$ cat src/rtl/frst_map.svh
// Offsets-free constant map: timing figures and cycle counts for reset and suspend
`ifndef FRST_MAP_SVH
`define FRST_MAP_SVH
`define FRST_CLK_MHZ 20
`define FRST_HW_RECOVERY_NS 40
`define FRST_ARRAY_RECOVERY_US 30
`define FRST_PGM_SUSPEND_US 25
`define FRST_ERS_SUSPEND_US 30
`define FRST_HW_RECOVERY_CYC ((`FRST_HW_RECOVERY_NS * `FRST_CLK_MHZ + 999) / 1000)
`define FRST_ARRAY_RECOVERY_CYC (`FRST_ARRAY_RECOVERY_US * `FRST_CLK_MHZ)
`define FRST_PGM_SUSPEND_CYC (`FRST_PGM_SUSPEND_US * `FRST_CLK_MHZ)
`define FRST_ERS_SUSPEND_CYC (`FRST_ERS_SUSPEND_US * `FRST_CLK_MHZ)
// One chosen figure covers every long nonvolatile operation
`define FRST_LONG_OP_CYC 32'h0000_6590
`endif

$ cat src/rtl/frst_pkg.sv
// Types for the flash reset and suspend sequencer
package frst_pkg;
  typedef enum logic [3:0] {
    FRST_OP_NONE = 4'h0,
    FRST_OP_VOLATILE = 4'h1,
    FRST_OP_ARRAY_PGM = 4'h2,
    FRST_OP_SECTOR_ERASE = 4'h3,
    FRST_OP_SUBSECTOR_ERASE = 4'h4,
    FRST_OP_OTP_LOCK = 4'h5,
    FRST_OP_STATUS_WRITE = 4'h6,
    FRST_OP_NV_CONFIG = 4'h7,
    FRST_OP_POWERDOWN = 4'h8,
    FRST_OP_PROTECT_PGM = 4'h9,
    FRST_OP_PASSWORD_PGM = 4'hA
  } frst_op_t;
  typedef enum logic [2:0] {
    FRST_ST_READY = 3'h0,
    FRST_ST_BUSY = 3'h1,
    FRST_ST_SUSP_WAIT = 3'h2,
    FRST_ST_SUSPENDED = 3'h3,
    FRST_ST_RECOVER = 3'h4
  } frst_state_t;
  typedef enum logic [2:0] {
    FRST_CMD_READ = 3'h0,
    FRST_CMD_ERASE = 3'h1,
    FRST_CMD_STATUS_WRITE = 3'h2,
    FRST_CMD_NV_CONFIG = 3'h3,
    FRST_CMD_OTP = 3'h4,
    FRST_CMD_PROGRAM = 3'h5,
    FRST_CMD_OTHER = 3'h6
  } frst_cmd_t;
  typedef struct packed {
    logic valid;
    frst_cmd_t cmd;
  } frst_req_t;
endpackage

$ cat src/rtl/frst_sequencer.sv
// Reset recovery and suspend timing sequencer of a serial NOR flash
// Summary of operation
// - After a hardware reset in standby, execute-in-place, decode, read or volatile write, ready in 40 ns.
// - A hardware reset interrupting array program, sector erase, their suspend or resume, OTP or lock needs 30 us.
// - A hardware reset during a long nonvolatile operation keeps the device busy that long.
// - A software reset recovers in 40 ns from standby and in 30 us from array operations.
// - A software reset during a long nonvolatile operation keeps the device busy its full time.
// - Program suspend within 25 us, subsector erase suspend within 30 us; then reads only.
// - Sector erase suspend within 30 us; then all but erase, status, config and OTP commands.
`include "frst_map.svh"
module frst_sequencer #(
  parameter int unsigned LONG_OP_CYC = `FRST_LONG_OP_CYC,
  parameter int unsigned HW_CYC = `FRST_HW_RECOVERY_CYC,
  parameter int unsigned ARRAY_CYC = `FRST_ARRAY_RECOVERY_CYC,
  parameter int unsigned PGM_SUSP_CYC = `FRST_PGM_SUSPEND_CYC,
  parameter int unsigned ERS_SUSP_CYC = `FRST_ERS_SUSPEND_CYC
) (
  input wire logic sys_clk_i,
  input wire logic rst_n_i,
  input wire logic flash_reset_n_i,
  input wire logic sw_reset_i,
  input wire logic op_start_i,
  input wire frst_pkg::frst_op_t op_kind_i,
  input wire logic op_done_i,
  input wire logic suspend_i,
  input wire logic resume_i,
  input wire frst_pkg::frst_req_t req_i,
  output logic ready_o,
  output logic suspended_o,
  output logic cmd_accept_o,
  output frst_pkg::frst_state_t state_o
);
  localparam int CW = 24;
  // Counters are CW bits wide and are loaded with the count minus one
  if (LONG_OP_CYC == 0 || LONG_OP_CYC >= (1 << CW) || HW_CYC == 0 || HW_CYC >= (1 << CW)
      || ARRAY_CYC == 0 || ARRAY_CYC >= (1 << CW) || PGM_SUSP_CYC == 0
      || PGM_SUSP_CYC >= (1 << CW) || ERS_SUSP_CYC == 0 || ERS_SUSP_CYC >= (1 << CW))
  begin : g_bad_count
    $error("frst_sequencer: unsupported count");
  end

  logic rst_s1_q;
  logic rst_s2_q;
  always_ff @(posedge sys_clk_i or negedge rst_n_i)
  begin
    if (!rst_n_i)
    begin
      rst_s1_q <= 1'b0;
      rst_s2_q <= 1'b0;
    end
    else
    begin
      rst_s1_q <= 1'b1;
      rst_s2_q <= rst_s1_q;
    end
  end

  frst_pkg::frst_state_t state_q;
  frst_pkg::frst_state_t state_d;
  frst_pkg::frst_op_t op_q;
  frst_pkg::frst_op_t op_d;
  logic [CW-1:0] cnt_q;
  logic [CW-1:0] cnt_d;
  logic fl_rst_q;
  logic fl_rst_d;
  logic any_reset;
  logic [CW-1:0] rec_cyc;
  logic long_op;
  logic array_op;

  always_comb
  begin
    long_op = (op_q == frst_pkg::FRST_OP_STATUS_WRITE) || (op_q == frst_pkg::FRST_OP_NV_CONFIG)
      || (op_q == frst_pkg::FRST_OP_SUBSECTOR_ERASE) || (op_q == frst_pkg::FRST_OP_POWERDOWN)
      || (op_q == frst_pkg::FRST_OP_PROTECT_PGM) || (op_q == frst_pkg::FRST_OP_PASSWORD_PGM);
    array_op = (op_q == frst_pkg::FRST_OP_ARRAY_PGM) || (op_q == frst_pkg::FRST_OP_SECTOR_ERASE)
      || (op_q == frst_pkg::FRST_OP_OTP_LOCK);
    // Reset pulse taken on its release edge so a short pulse is still seen
    any_reset = (fl_rst_q && flash_reset_n_i) || sw_reset_i;
    if (state_q == frst_pkg::FRST_ST_READY || op_q == frst_pkg::FRST_OP_VOLATILE)
    begin
      rec_cyc = CW'(HW_CYC);
    end
    else if (long_op)
    begin
      rec_cyc = CW'(LONG_OP_CYC);
    end
    else if (array_op || state_q == frst_pkg::FRST_ST_SUSPENDED)
    begin
      rec_cyc = CW'(ARRAY_CYC);
    end
    else
    begin
      rec_cyc = CW'(HW_CYC);
    end
  end

  always_comb
  begin
    state_d = state_q;
    op_d = op_q;
    cnt_d = (cnt_q != '0) ? cnt_q - CW'(1) : cnt_q;
    fl_rst_d = !flash_reset_n_i;
    if (!flash_reset_n_i)
    begin
      state_d = state_q;
    end
    else if (any_reset)
    begin
      state_d = frst_pkg::FRST_ST_RECOVER;
      op_d = frst_pkg::FRST_OP_NONE;
      cnt_d = rec_cyc - CW'(1);
    end
    else
    begin
      case (state_q)
        frst_pkg::FRST_ST_READY:
        begin
          if (op_start_i && op_kind_i != frst_pkg::FRST_OP_NONE)
          begin
            op_d = op_kind_i;
            state_d = frst_pkg::FRST_ST_BUSY;
          end
        end
        frst_pkg::FRST_ST_BUSY:
        begin
          if (op_done_i)
          begin
            state_d = frst_pkg::FRST_ST_READY;
            op_d = frst_pkg::FRST_OP_NONE;
          end
          else if (suspend_i && (op_q == frst_pkg::FRST_OP_ARRAY_PGM
                   || op_q == frst_pkg::FRST_OP_SECTOR_ERASE
                   || op_q == frst_pkg::FRST_OP_SUBSECTOR_ERASE))
          begin
            state_d = frst_pkg::FRST_ST_SUSP_WAIT;
            cnt_d = (op_q == frst_pkg::FRST_OP_ARRAY_PGM) ? CW'(PGM_SUSP_CYC - 1)
              : CW'(ERS_SUSP_CYC - 1);
          end
        end
        frst_pkg::FRST_ST_SUSP_WAIT:
        begin
          if (cnt_q == '0)
          begin
            state_d = frst_pkg::FRST_ST_SUSPENDED;
          end
        end
        frst_pkg::FRST_ST_SUSPENDED:
        begin
          if (resume_i)
          begin
            state_d = frst_pkg::FRST_ST_BUSY;
          end
        end
        frst_pkg::FRST_ST_RECOVER:
        begin
          if (cnt_q == '0)
          begin
            state_d = frst_pkg::FRST_ST_READY;
          end
        end
        default:
        begin
          state_d = frst_pkg::FRST_ST_READY;
        end
      endcase
    end
  end

  always_ff @(posedge sys_clk_i or negedge rst_s2_q)
  begin
    if (!rst_s2_q)
    begin
      state_q <= frst_pkg::FRST_ST_READY;
      op_q <= frst_pkg::FRST_OP_NONE;
      cnt_q <= '0;
      fl_rst_q <= 1'b0;
    end
    else
    begin
      state_q <= state_d;
      op_q <= op_d;
      cnt_q <= cnt_d;
      fl_rst_q <= fl_rst_d;
    end
  end

  logic sector_block;
  always_comb
  begin
    sector_block = (req_i.cmd == frst_pkg::FRST_CMD_ERASE)
      || (req_i.cmd == frst_pkg::FRST_CMD_STATUS_WRITE)
      || (req_i.cmd == frst_pkg::FRST_CMD_NV_CONFIG) || (req_i.cmd == frst_pkg::FRST_CMD_OTP);
    cmd_accept_o = 1'b0;
    if (req_i.valid && flash_reset_n_i)
    begin
      case (state_q)
        frst_pkg::FRST_ST_READY:
        begin
          cmd_accept_o = 1'b1;
        end
        frst_pkg::FRST_ST_SUSPENDED:
        begin
          if (op_q == frst_pkg::FRST_OP_SECTOR_ERASE)
          begin
            cmd_accept_o = !sector_block;
          end
          else
          begin
            cmd_accept_o = (req_i.cmd == frst_pkg::FRST_CMD_READ);
          end
        end
        default:
        begin
          cmd_accept_o = 1'b0;
        end
      endcase
    end
  end

  assign ready_o = (state_q == frst_pkg::FRST_ST_READY);
  assign suspended_o = (state_q == frst_pkg::FRST_ST_SUSPENDED);
  assign state_o = state_q;

  // A fresh reset edge in the last recovery cycle restarts recovery, so it is excluded
  recover_bound_a: assert property (@(posedge sys_clk_i) disable iff (!rst_s2_q)
    (state_q == frst_pkg::FRST_ST_RECOVER && cnt_q == '0 && flash_reset_n_i && !any_reset)
      |=> ready_o) else $error("recovery did not end");
  hw_fast_a: assert property (@(posedge sys_clk_i) disable iff (!rst_s2_q)
    (sw_reset_i && ready_o && flash_reset_n_i) |=> ##1 ready_o)
    else $error("standby recovery too slow");
  susp_reads_a: assert property (@(posedge sys_clk_i) disable iff (!rst_s2_q)
    (suspended_o && op_q != frst_pkg::FRST_OP_SECTOR_ERASE && cmd_accept_o)
      |-> req_i.cmd == frst_pkg::FRST_CMD_READ) else $error("non-read taken in suspend");
  sector_block_a: assert property (@(posedge sys_clk_i) disable iff (!rst_s2_q)
    (suspended_o && op_q == frst_pkg::FRST_OP_SECTOR_ERASE && req_i.valid
      && flash_reset_n_i) |-> cmd_accept_o == (req_i.cmd inside {frst_pkg::FRST_CMD_READ,
      frst_pkg::FRST_CMD_PROGRAM, frst_pkg::FRST_CMD_OTHER}))
    else $error("sector suspend filter wrong");
  busy_block_a: assert property (@(posedge sys_clk_i) disable iff (!rst_s2_q)
    (state_q inside {frst_pkg::FRST_ST_RECOVER, frst_pkg::FRST_ST_BUSY,
      frst_pkg::FRST_ST_SUSP_WAIT}) |-> !cmd_accept_o)
    else $error("command taken while busy");
  long_load_a: assert property (@(posedge sys_clk_i) disable iff (!rst_s2_q)
    (sw_reset_i && flash_reset_n_i && long_op && state_q == frst_pkg::FRST_ST_BUSY)
      |=> cnt_q == CW'(LONG_OP_CYC - 1)) else $error("long recovery not loaded");
  array_load_a: assert property (@(posedge sys_clk_i) disable iff (!rst_s2_q)
    (sw_reset_i && flash_reset_n_i && array_op && state_q == frst_pkg::FRST_ST_BUSY)
      |=> cnt_q == CW'(ARRAY_CYC - 1)) else $error("array recovery not loaded");
  pgm_susp_a: assert property (@(posedge sys_clk_i) disable iff (!rst_s2_q)
    (state_q == frst_pkg::FRST_ST_BUSY && suspend_i && !op_done_i && !any_reset
      && flash_reset_n_i && op_q == frst_pkg::FRST_OP_ARRAY_PGM)
      |=> cnt_q == CW'(PGM_SUSP_CYC - 1)) else $error("program suspend latency wrong");
  hw_release_a: assert property (@(posedge sys_clk_i) disable iff (!rst_s2_q)
    ($rose(flash_reset_n_i) && !sw_reset_i) |=> state_q == frst_pkg::FRST_ST_RECOVER)
    else $error("hardware reset not seen");
endmodule // frst_sequencer

$ cat config.mk
export PLATFORM = sky130hd
export DESIGN_NAME = frst_sequencer
export DESIGN_NICKNAME = d
export VERILOG_FILES = /design/src/rtl/frst_pkg.sv /design/src/rtl/frst_sequencer.sv
export VERILOG_INCLUDE_DIRS = /design/src /design/src/rtl
export SDC_FILE = /design/constraint.sdc
export NUM_CORES = 1
export LEC_CHECK = 0
export BUFFER_PORTS_ARGS = -buffer_cell sky130_fd_sc_hd__clkbuf_2
export CORE_MARGIN = 2
export CORE_UTILIZATION = 51
export DETAILED_ROUTE_END_ITERATION = 10
export GPL_TIMING_DRIVEN = 0
export HOLD_SLACK_MARGIN = 0.15
export PLACE_DENSITY = 0.71
export RECOVER_POWER = 25
export SLEW_MARGIN = 20
export SYNTH_ARGS = -nofsm -noshare
export SYNTH_HDL_FRONTEND = slang
export SYNTH_SLANG_ARGS = --single-unit
$ cat constraint.sdc
create_clock -name sys_clk_i -period 2.7 [get_ports sys_clk_i]
set_clock_uncertainty 0.1 [all_clocks]
set_input_delay 0.54 -clock sys_clk_i [delete_from_list [all_inputs] [get_ports sys_clk_i]]
set_output_delay 0.54 -clock sys_clk_i [all_outputs]
set_load 0.02 [all_outputs]
==> metrics, run 1 <==
critical path type reg -> out; Multi-input gate area 1080 um^2; R2R cell count 6; fin crit period 2.51 ns; row count 22; Mapped Area 1990 um^2; # DRC 0; post-synthesis cell count 228; Distinct cells, synth 45; CTS buffer count 5; hold depth 0; via count 1724; crit end category output port; post-route clock period utilization 93.0%; Fillers 356; crit-path max FO 8; final WL 4120 um; Critical Path Source Type flop; Max Clk Rate 0.398 GHz; area grow syn2layout 13.8%; Max Buffers Root-to-Sink 2; arrival time of the worst setup path 1.87 ns; Post-synth EDFFs 0; CTS Root Cell clkbuf_8; final slew viol count 0; Logic pwr share 44.5%; R2R Path End cnt_q[5]; Antenna Violating Nets Remaining 0; asr flop ratio synth 100%; r2r setup slk 0.26 ns; fin util 61.1%; DRT iter0 DRCs 101; syn avg cell area 8.75 um^2; post-synth top area share 42.7%; Clock Power Share 17.8%; min-delay src rst_s1_q; worst r2r src cnt_q[17]; die area 4430 um^2; FF+latch count, synth 34; tightest slew margin relative to the limit 16.9%; max_cap viols 0; Final #Nets 275; IO Pins 22; pin count of the biggest net entering global routing 33; Peak VDD IR 0.000486 V; Worst-Margin Slew 1.25 ns; vias in the first global route 1554; Lkg Pwr 0.998 nW; Die Wd 66.5 um; clock latency on the worst-skew pair 0.29 ns; Die Y 66.5 um; Wirelength per Cell 13.5 um; # diodes 0; vias per cell 5.63; initial core utilization 53.7%; main area contributors after synthesis dfrtp_1 (43%), xnor2_1 (7.9%), nor2_1 (5.8%), o21ai_0 (5.0%), nand2_1 (3.4%); total track usage 20.8%; clock slew at reported path FFs 0.07 ns; RSZ-0062 raised after global routing false; Final setup viols 0; sequential area share after synthesis 42.7%; Post-DP HPWL 3030 um; CTS Sinks 34; status complete, no violations; critical path data required time 2.06 ns; Setup crit start op_q[1]; top_reg_cell synth dfrtp_1; register area 851 um^2; sequential power share 37.6%; syn_nets 246; setup TNS 0 ns; antenna violations before repair 0; final global-route overflow total 0; Min-Delay Path Class reg -> reg; Post-CTS Setup Repair Bufs 0; Worst path slowest cell dfrtp_1; drt pass-1 iters 4; global-route wire length before repair 6990 um; Net Sw Frac 40.9%; H-tree depth 2; Core ar. 3720 um^2; Sw Pwr 0.910 mW; power density over the cells 981 nW/um^2; final hold vios 0; CP max stage delay 0.32 ns; CTS tree yes; RePlAce Congestion 0.866; Port Buffers 21; worst path cell trace clkbuf_1 -> nor2b_1 -> nand2_1 -> o32ai_1 -> a21oi_1 -> nor2_1 -> clkbuf_2; Yosys Warn Count 0; WHS Endpoint rst_s2_q; Int Pwr 1.32 mW; post-synth top area cell dfrtp_1; layout cells sized above 1 14.0%
==> layout by cell type (no fill, tap or decap), types with 2 or more instances in the layout <==
cell type	count
a21o_1	3
a21oi_1	9
and2_1	2
and3_1	2
clkbuf_1	11
clkbuf_2	20
clkbuf_8	6
dfrtp_1	34
ha_1	2
inv_1	9
nand2_1	18
nand3_1	11
nand3b_1	3
nand4_1	2
nor2_1	31
nor3_1	12
nor4_1	6
o211ai_1	2
o21ai_0	20
o32ai_1	2
or3_1	2
or4_1	2
or4_4	2
xnor2_1	18
xor2_1	4
==> metrics by stage <==
stage	hold WS, ns	instances	power, mW	setup WS (ns)	cell area (um^2)
after floorplan	0.144	228	1.63	0.314	1990
after global placement	0.227	297	1.82	0.182	2160
final	0.267	306	2.23	0.190	2270
after detailed placement	0.229	297	1.83	0.184	2160
after CTS	0.248	306	2.23	0.184	2270
after global routing	0.278	306	2.41	0.0351	2270
==> critical path, delay by kind of cell, from the launching register on <==
kind	cells	cell delay (ns)
AOI/OAI and AO/OA	2	0.34
and+or+nand+nor	3	0.46
buffers and inverters	2	0.46
DFF	1	0.32
==> registers in the layout, summed over array words and instances, names as in the netlist <==
register  cells
rst_s2_q      1
cnt_q        24
op_q          4
state_o       3
rst_s1_q      1
fl_rst_q      1
==> cells in the mapped netlist (2+ instances only) <==
cell and number:
dfrtp_1 34, nor2_1 31, o21ai_0 20, nand2_1 18
xnor2_1 18, nor3_1 12, nand3_1 11, clkbuf_1 10
a21oi_1 9, inv_1 9, nor4_1 6, xor2_1 4
a21o_1 3, nand3b_1 3, and2_1 2, and3_1 2
ha_1 2, nand4_1 2, o211ai_1 2, o32ai_1 2
or3_1 2, or4_1 2, or4_4 2
==> cells by family after synthesis <==
group / synth area share [%]
and+or+nand+nor: 26.2
other: 0.188
DFF: 42.7
AOI/OAI and AO/OA: 16.4
buffers and inverters: 3.58
xor gates and xnor gates: 9.66
adders and majority gates: 1.25
==> how the worst max path moves through the flow <==
stage	endpoint	slack [ns]
4_1_cts	cmd_accept_o	0.18
2_1_floorplan	cmd_accept_o	0.31
5_1_grt	cmd_accept_o	0.04
3_3_place_gp	cnt_q[11]	0.18
6_report	cmd_accept_o	0.19
3_5_place_dp	cnt_q[16]	0.18
==> cell type report <==
class / instances / share of cell area (%)
multi-input combinational: 175 / 47.5
sequential: 34 / 37.5
timing repair buffer: 22 / 5.02
clock buffer: 6 / 3.64
tap: 48 / 2.65
buffer: 10 / 1.65
inverter: 9 / 1.49
clock inverter: 2 / 0.551
==> power groups by stage <==
stage | logic [mW] | clock network [mW] | registers (mW)
after floorplan | 0.818 | 0 | 0.811
after global placement | 0.977 | 0 | 0.840
after detailed placement | 0.990 | 0 | 0.844
after CTS | 0.996 | 0.402 | 0.836
after global routing | 1.13 | 0.427 | 0.861
final | 0.992 | 0.397 | 0.838
==> per-layer routing <==
| layer | GRT usage (%) | vias up | wire (um) |
|---|---|---|---|
| met5 | 0 | - | 0 |
| li1 | - | 864 | - |
| met1 | 30.9 | 816 | 2050 |
| met2 | 30.5 | 39 | 1850 |
| met3 | 5.07 | 5 | 180 |
| met4 | 4.85 | 0 | 36 |
==> timing repair <==
item | in CTS | in global routing
hold buffers | 1 | 0
hold endpoints to repair | 2 | 0
endpoints found under the setup margin | 0 | 10
resized for setup | 0 | 1
Power figures use the tool's default switching activity.
==> run 2, diff against run 1 <==
==> constraint.sdc (replaced) <==
create_clock -name sys_clk_i -period 2.4 [get_ports sys_clk_i]
set_clock_uncertainty 0.1 [all_clocks]
set_input_delay 0.12 -clock sys_clk_i [delete_from_list [all_inputs] [get_ports sys_clk_i]]
set_output_delay 0.12 -clock sys_clk_i [all_outputs]
set_load 0.02 [all_outputs]
==> run 2 against run 1 <==
Effect of this change: via count rose by 2.7%; design area grew 5.0%; hold slack worse by 0.032 ns; setup slack lost 0.12 ns; cell count grew 2.6%; clock power is 13% higher; sequential cell count unchanged; count of clock-buffer cells in the layout is the same; utilization rose by 3.0 points; global-route usage rose by 0.72 points; power increased by 19%; sequential power increased by 14%; critical path type is now reg -> reg.
==> metrics, run 2 (synthesis gave the netlist of run 1 again) <==
sequential power share 36.2%; post-route clock period utilization 96.9%; worst r2r src cnt_q[17]; RePlAce Congestion 0.866; Clock Power Share 16.9%; CTS buffer count 5; Min-Delay Path Class in -> reg; Port Buffers 21; Sw Pwr 1.11 mW; WHS Endpoint fl_rst_q; Worst-Margin Slew 1.25 ns; min-delay src flash_reset_n_i; Core ar. 3720 um^2; clock latency on the worst-skew pair 0.29 ns; setup TNS 0 ns; power density over the cells 1110 nW/um^2; final hold vios 0; # diodes 0; Net Sw Frac 41.9%; Lkg Pwr 1.04 nW; die area 4430 um^2; final total power 2.65 mW; Logic pwr share 46.9%; vias per cell 5.64; Max Buffers Root-to-Sink 2; max_cap viols 0; Final setup viols 0; Peak VDD IR 0.000537 V; CTS tree yes; final slew viol count 0; clock slew at reported path FFs 0.07 ns; final WL 4370 um; Max Clk Rate 0.430 GHz; final global-route overflow total 0; DRT iter0 DRCs 130; Int Pwr 1.54 mW; hold depth 3; H-tree depth 2; Critical Path Source Type flop; critical path type reg -> reg; area grow syn2layout 19.4%; max reg flops 24; drt pass-1 iters 4; largest register by flop count cnt_q; setup ws final 0.0744 ns; row count 22; Wirelength per Cell 13.9 um; via count 1771; worst slack at placement -0.0664 ns; # DRC 0; most frequent cells in the layout dfrtp_1 (34), nor2_1 (31), clkbuf_2 (21); total track usage 21.5%; IO Pins 22; crit end category flop; CTS Root Cell clkbuf_8; tightest slew margin relative to the limit 16.5%; Final #Nets 283; critical path data required time 2.45 ns; CP max stage delay 0.55 ns; CTS Sinks 34; r2r setup slk 0.07 ns; vias in the first global route 1611; status complete, no violations; RSZ-0062 raised after global routing true; pin count of the biggest net entering global routing 33; Finished Layout Cells 314; antenna violations before repair 0; layout cells sized above 1 16.5%; crit-path max FO 5; R2R cell count 6; fin crit period 2.33 ns; Post-DP HPWL 3030 um; global-route wire length before repair 7230 um; Die Wd 66.5 um; Antenna Violating Nets Remaining 0; arrival time of the worst setup path 2.38 ns; Worst path slowest cell or4_4; Die Y 66.5 um; commonest non-fill, non-tap cell in the layout dfrtp_1; Fillers 337; placed insts 297; R2R Path End cnt_q[5]; worst path cell trace or4_4 -> or3_4 -> nor3_2 -> nor3_1 -> xnor2_1 -> o32ai_1; initial core utilization 53.7%
run 2: cell count changes in the layout (fill, tap and decap cells not counted), moves of 2 or more:
cell | before | now
nor3_2 | 0 | 2
dlygate4sd3_1 | 1 | 7
nor4_1 | 6 | 4
nor4_2 | 0 | 2
buf_4 | 0 | 2
nor3_1 | 12 | 10
run 2: cell type report:
cell class | instances | area (um^2) | area share (%)
Multi-Input combinational cell | 175 | 1110 | 46.8
Sequential cell | 34 | 851 | 35.7
Timing Repair Buffer | 30 | 189 | 7.93
Clock buffer | 6 | 82.6 | 3.47
Tap cell | 48 | 60.1 | 2.52
Buffer | 10 | 38.8 | 1.63
Inverter | 9 | 33.8 | 1.42
Clock inverter | 2 | 12.5 | 0.525
run 2: worst max-delay path by stage:
stage	from	to	slack, ns	cells past startpoint
CTS	cnt_q[0]	cnt_q[2]	0.05	8
detailed placement	state_o[2]	cnt_q[16]	-0.07	7
finish	cnt_q[17]	cnt_q[5]	0.07	6
global placement	state_o[2]	cnt_q[11]	-0.07	7
floorplan	state_o[1]	op_q[0]	0.16	7
global route	cnt_q[17]	cnt_q[5]	-0.03	6
run 2: through the flow:
| stage | instance area, um^2 | util (%) | hold WS (ns) |
|---|---|---|---|
| 4_1_cts | 2340 | 62.9 | 0.216 |
| 6_report | 2380 | 64.1 | 0.235 |
| 3_3_place_gp | 2160 | 58.1 | -0.193 |
| 2_1_floorplan | 1990 | - | -0.276 |
| 5_1_grt | 2380 | 64.1 | 0.261 |
| 3_5_place_dp | 2160 | 58.1 | -0.191 |
run 2: worst max-delay path, delay by kind of cell, from the launching register on:
| kind | cells | cell delay [ns] |
|---|---|---|
| simple gates | 4 | 1.35 |
| flops | 1 | 0.41 |
| xor+xnor | 1 | 0.20 |
| compound gates | 1 | 0.12 |
run 2: metal layers:
layer	wire [um]	track usage, %	part of all wire [%]	up-vias
met2	1960	31.5	45	56
met4	66	6.38	1.5	0
li1	-	-	-	878
met5	0	0	0	-
met1	2110	31.4	48	828
met3	232	5.24	5.3	9
run 2: power groups by stage:
stage	combinational (mW)	clock, mW	sequential, mW
2_1_floorplan	0.920	0	0.913
3_3_place_gp	1.10	0	0.945
3_5_place_dp	1.11	0	0.950
4_1_cts	1.14	0.452	0.941
5_1_grt	1.38	0.480	0.982
6_report	1.24	0.448	0.958
run 2: timing repair:
action                     in CTS  in global routing
setup endpoints to repair      11                 23
setup buffers                   0                  2
gates cloned                    0                  0
hold buffers                    7                  0
pin swaps                       0                  2
resized for setup               2                  7
hold endpoints to repair        7                  0
==> run 3, diff against run 2 <==
- PLACE_DENSITY: 0.71 -> 0.7
==> run 3 against run 2 <==
Effect of this change: hold slack got worse by 0.045 ns; utilization fell by 0.54 points; power fell by 2.0%; combinational power barely moved; critical path depth did not move; register-to-register slack barely moved; wire length fell by 1.5%; first-iteration DRC count rose by 26%; non-clock buffer count fell by 2; setup slack got worse by 0.011 ns; highest routed layer unchanged.
==> metrics, run 3 (synthesis gave the netlist of run 1 again) <==
CTS Sinks 34; area grow syn2layout 18.4%; drt pass-1 iters 4; hold depth 4; IO Pins 22; status complete, no violations; placed insts 297; row count 22; final global-route overflow total 0; RePlAce Congestion 0.844; worst r2r src cnt_q[19]; setup ws final 0.0629 ns; Finished Layout Cells 312; crit end category flop; Die Y 66.5 um; crit-path max FO 9; final WL 4300 um; power density over the cells 1100 nW/um^2; Wirelength per Cell 13.8 um; R2R cell count 6; Core ar. 3720 um^2; Peak VDD IR 0.000576 V; Post-DP HPWL 3020 um; Worst-Margin Slew 1.29 ns; final total power 2.59 mW; Port Buffers 21; min-delay src resume_i; total track usage 21.9%; # diodes 0; worst slack at placement -0.0963 ns; RSZ-0062 raised after global routing true; max_cap viols 0; max reg flops 24; Setup crit start cnt_q[19]; Min-Delay Path Class in -> reg; arrival time of the worst setup path 2.39 ns; initial core utilization 53.7%; tightest slew margin relative to the limit 13.9%; WHS Endpoint state_o[1]; Max Clk Rate 0.428 GHz; antenna violations before repair 0; Final setup viols 0; Critical Path Source Type flop; critical path type reg -> reg; H-tree depth 2; vias in the first global route 1577; Hold Slack 0.190 ns; fin crit period 2.34 ns; Final #Nets 281; final hold vios 0; Lkg Pwr 1.04 nW; vias per cell 5.60; pin count of the biggest net entering global routing 33; largest register by flop count cnt_q; global-route wire length before repair 7310 um; R2R Path End cnt_q[9]; post-route clock period utilization 97.4%; via count 1748; Antenna Violating Nets Remaining 0; die area 4430 um^2; Die Wd 66.5 um; final slew viol count 0; commonest non-fill, non-tap cell in the layout dfrtp_1; critical path data required time 2.45 ns; DRT iter0 DRCs 164; CTS Root Cell clkbuf_8; Post-CTS Setup Repair Bufs 0; CTS buffer count 5; clock slew at reported path FFs 0.07 ns; r2r setup slk 0.06 ns; setup TNS 0 ns; most frequent cells in the layout dfrtp_1 (34), nor2_1 (31), clkbuf_2 (22); CTS tree yes; # DRC 0; layout cells sized above 1 15.9%; Max Buffers Root-to-Sink 2; clock latency on the worst-skew pair 0.29 ns
==> run 3: layout make-up <==
type	instances	area, um^2
Inverter	9	33.8
Sequential cell	34	851
Multi-Input combinational cell	175	1110
Tap cell	48	60.1
Clock buffer	7	86.3
Fill cell	326	1350
Clock inverter	1	5.00
Timing Repair Buffer	28	174
Buffer	10	40.0
==> run 3: metal layers <==
layer | up-vias | GRT usage (%) | part of all wire [%]
met4 | 0 | 7.65 | 0.98
met5 | - | 0 | 0
met2 | 43 | 33.3 | 46
met1 | 818 | 31.1 | 49
met3 | 8 | 4.22 | 4.4
li1 | 879 | - | -
==> run 3: worst max-delay path by stage <==
| stage | endpoint | slack (ns) | cells past startpoint |
|---|---|---|---|
| floorplan | op_q[0] | 0.16 | 7 |
| global placement | cnt_q[11] | -0.09 | 7 |
| detailed placement | cnt_q[19] | -0.1 | 7 |
| CTS | cnt_q[5] | 0.003 | 6 |
| global route | cnt_q[2] | -0.03 | 8 |
| finish | cnt_q[9] | 0.06 | 6 |
==> run 3: through the flow <==
step	utilization [%]	instance area (um^2)
after floorplan	-	1990
after global placement	58.1	2160
after detailed placement	58.1	2160
after CTS	62.7	2330
after global routing	63.6	2360
final	63.6	2360
==> run 3: power breakdown <==
group          internal [mW]  switching, mW
Sequential             0.749          0.204
Combinational          0.538          0.671
Clock                  0.231          0.202
==> run 3: repair_timing <==
| action | in CTS | in global routing |
|---|---|---|
| hold buffers | 7 | 0 |
| endpoints found under the setup margin | 10 | 26 |
| pin swaps | 0 | 2 |
| endpoints found under the hold margin | 7 | 0 |
| gates resized for setup | 1 | 10 |
==> run 3: critical path, cell delays in order (launching register included) <==
cell and delay, ns:
dfrtp_1 0.40, or4_4 0.58, or3_4 0.40, o211ai_4 0.33
nor2_1 0.09, xnor2_1 0.16, o221ai_1 0.14
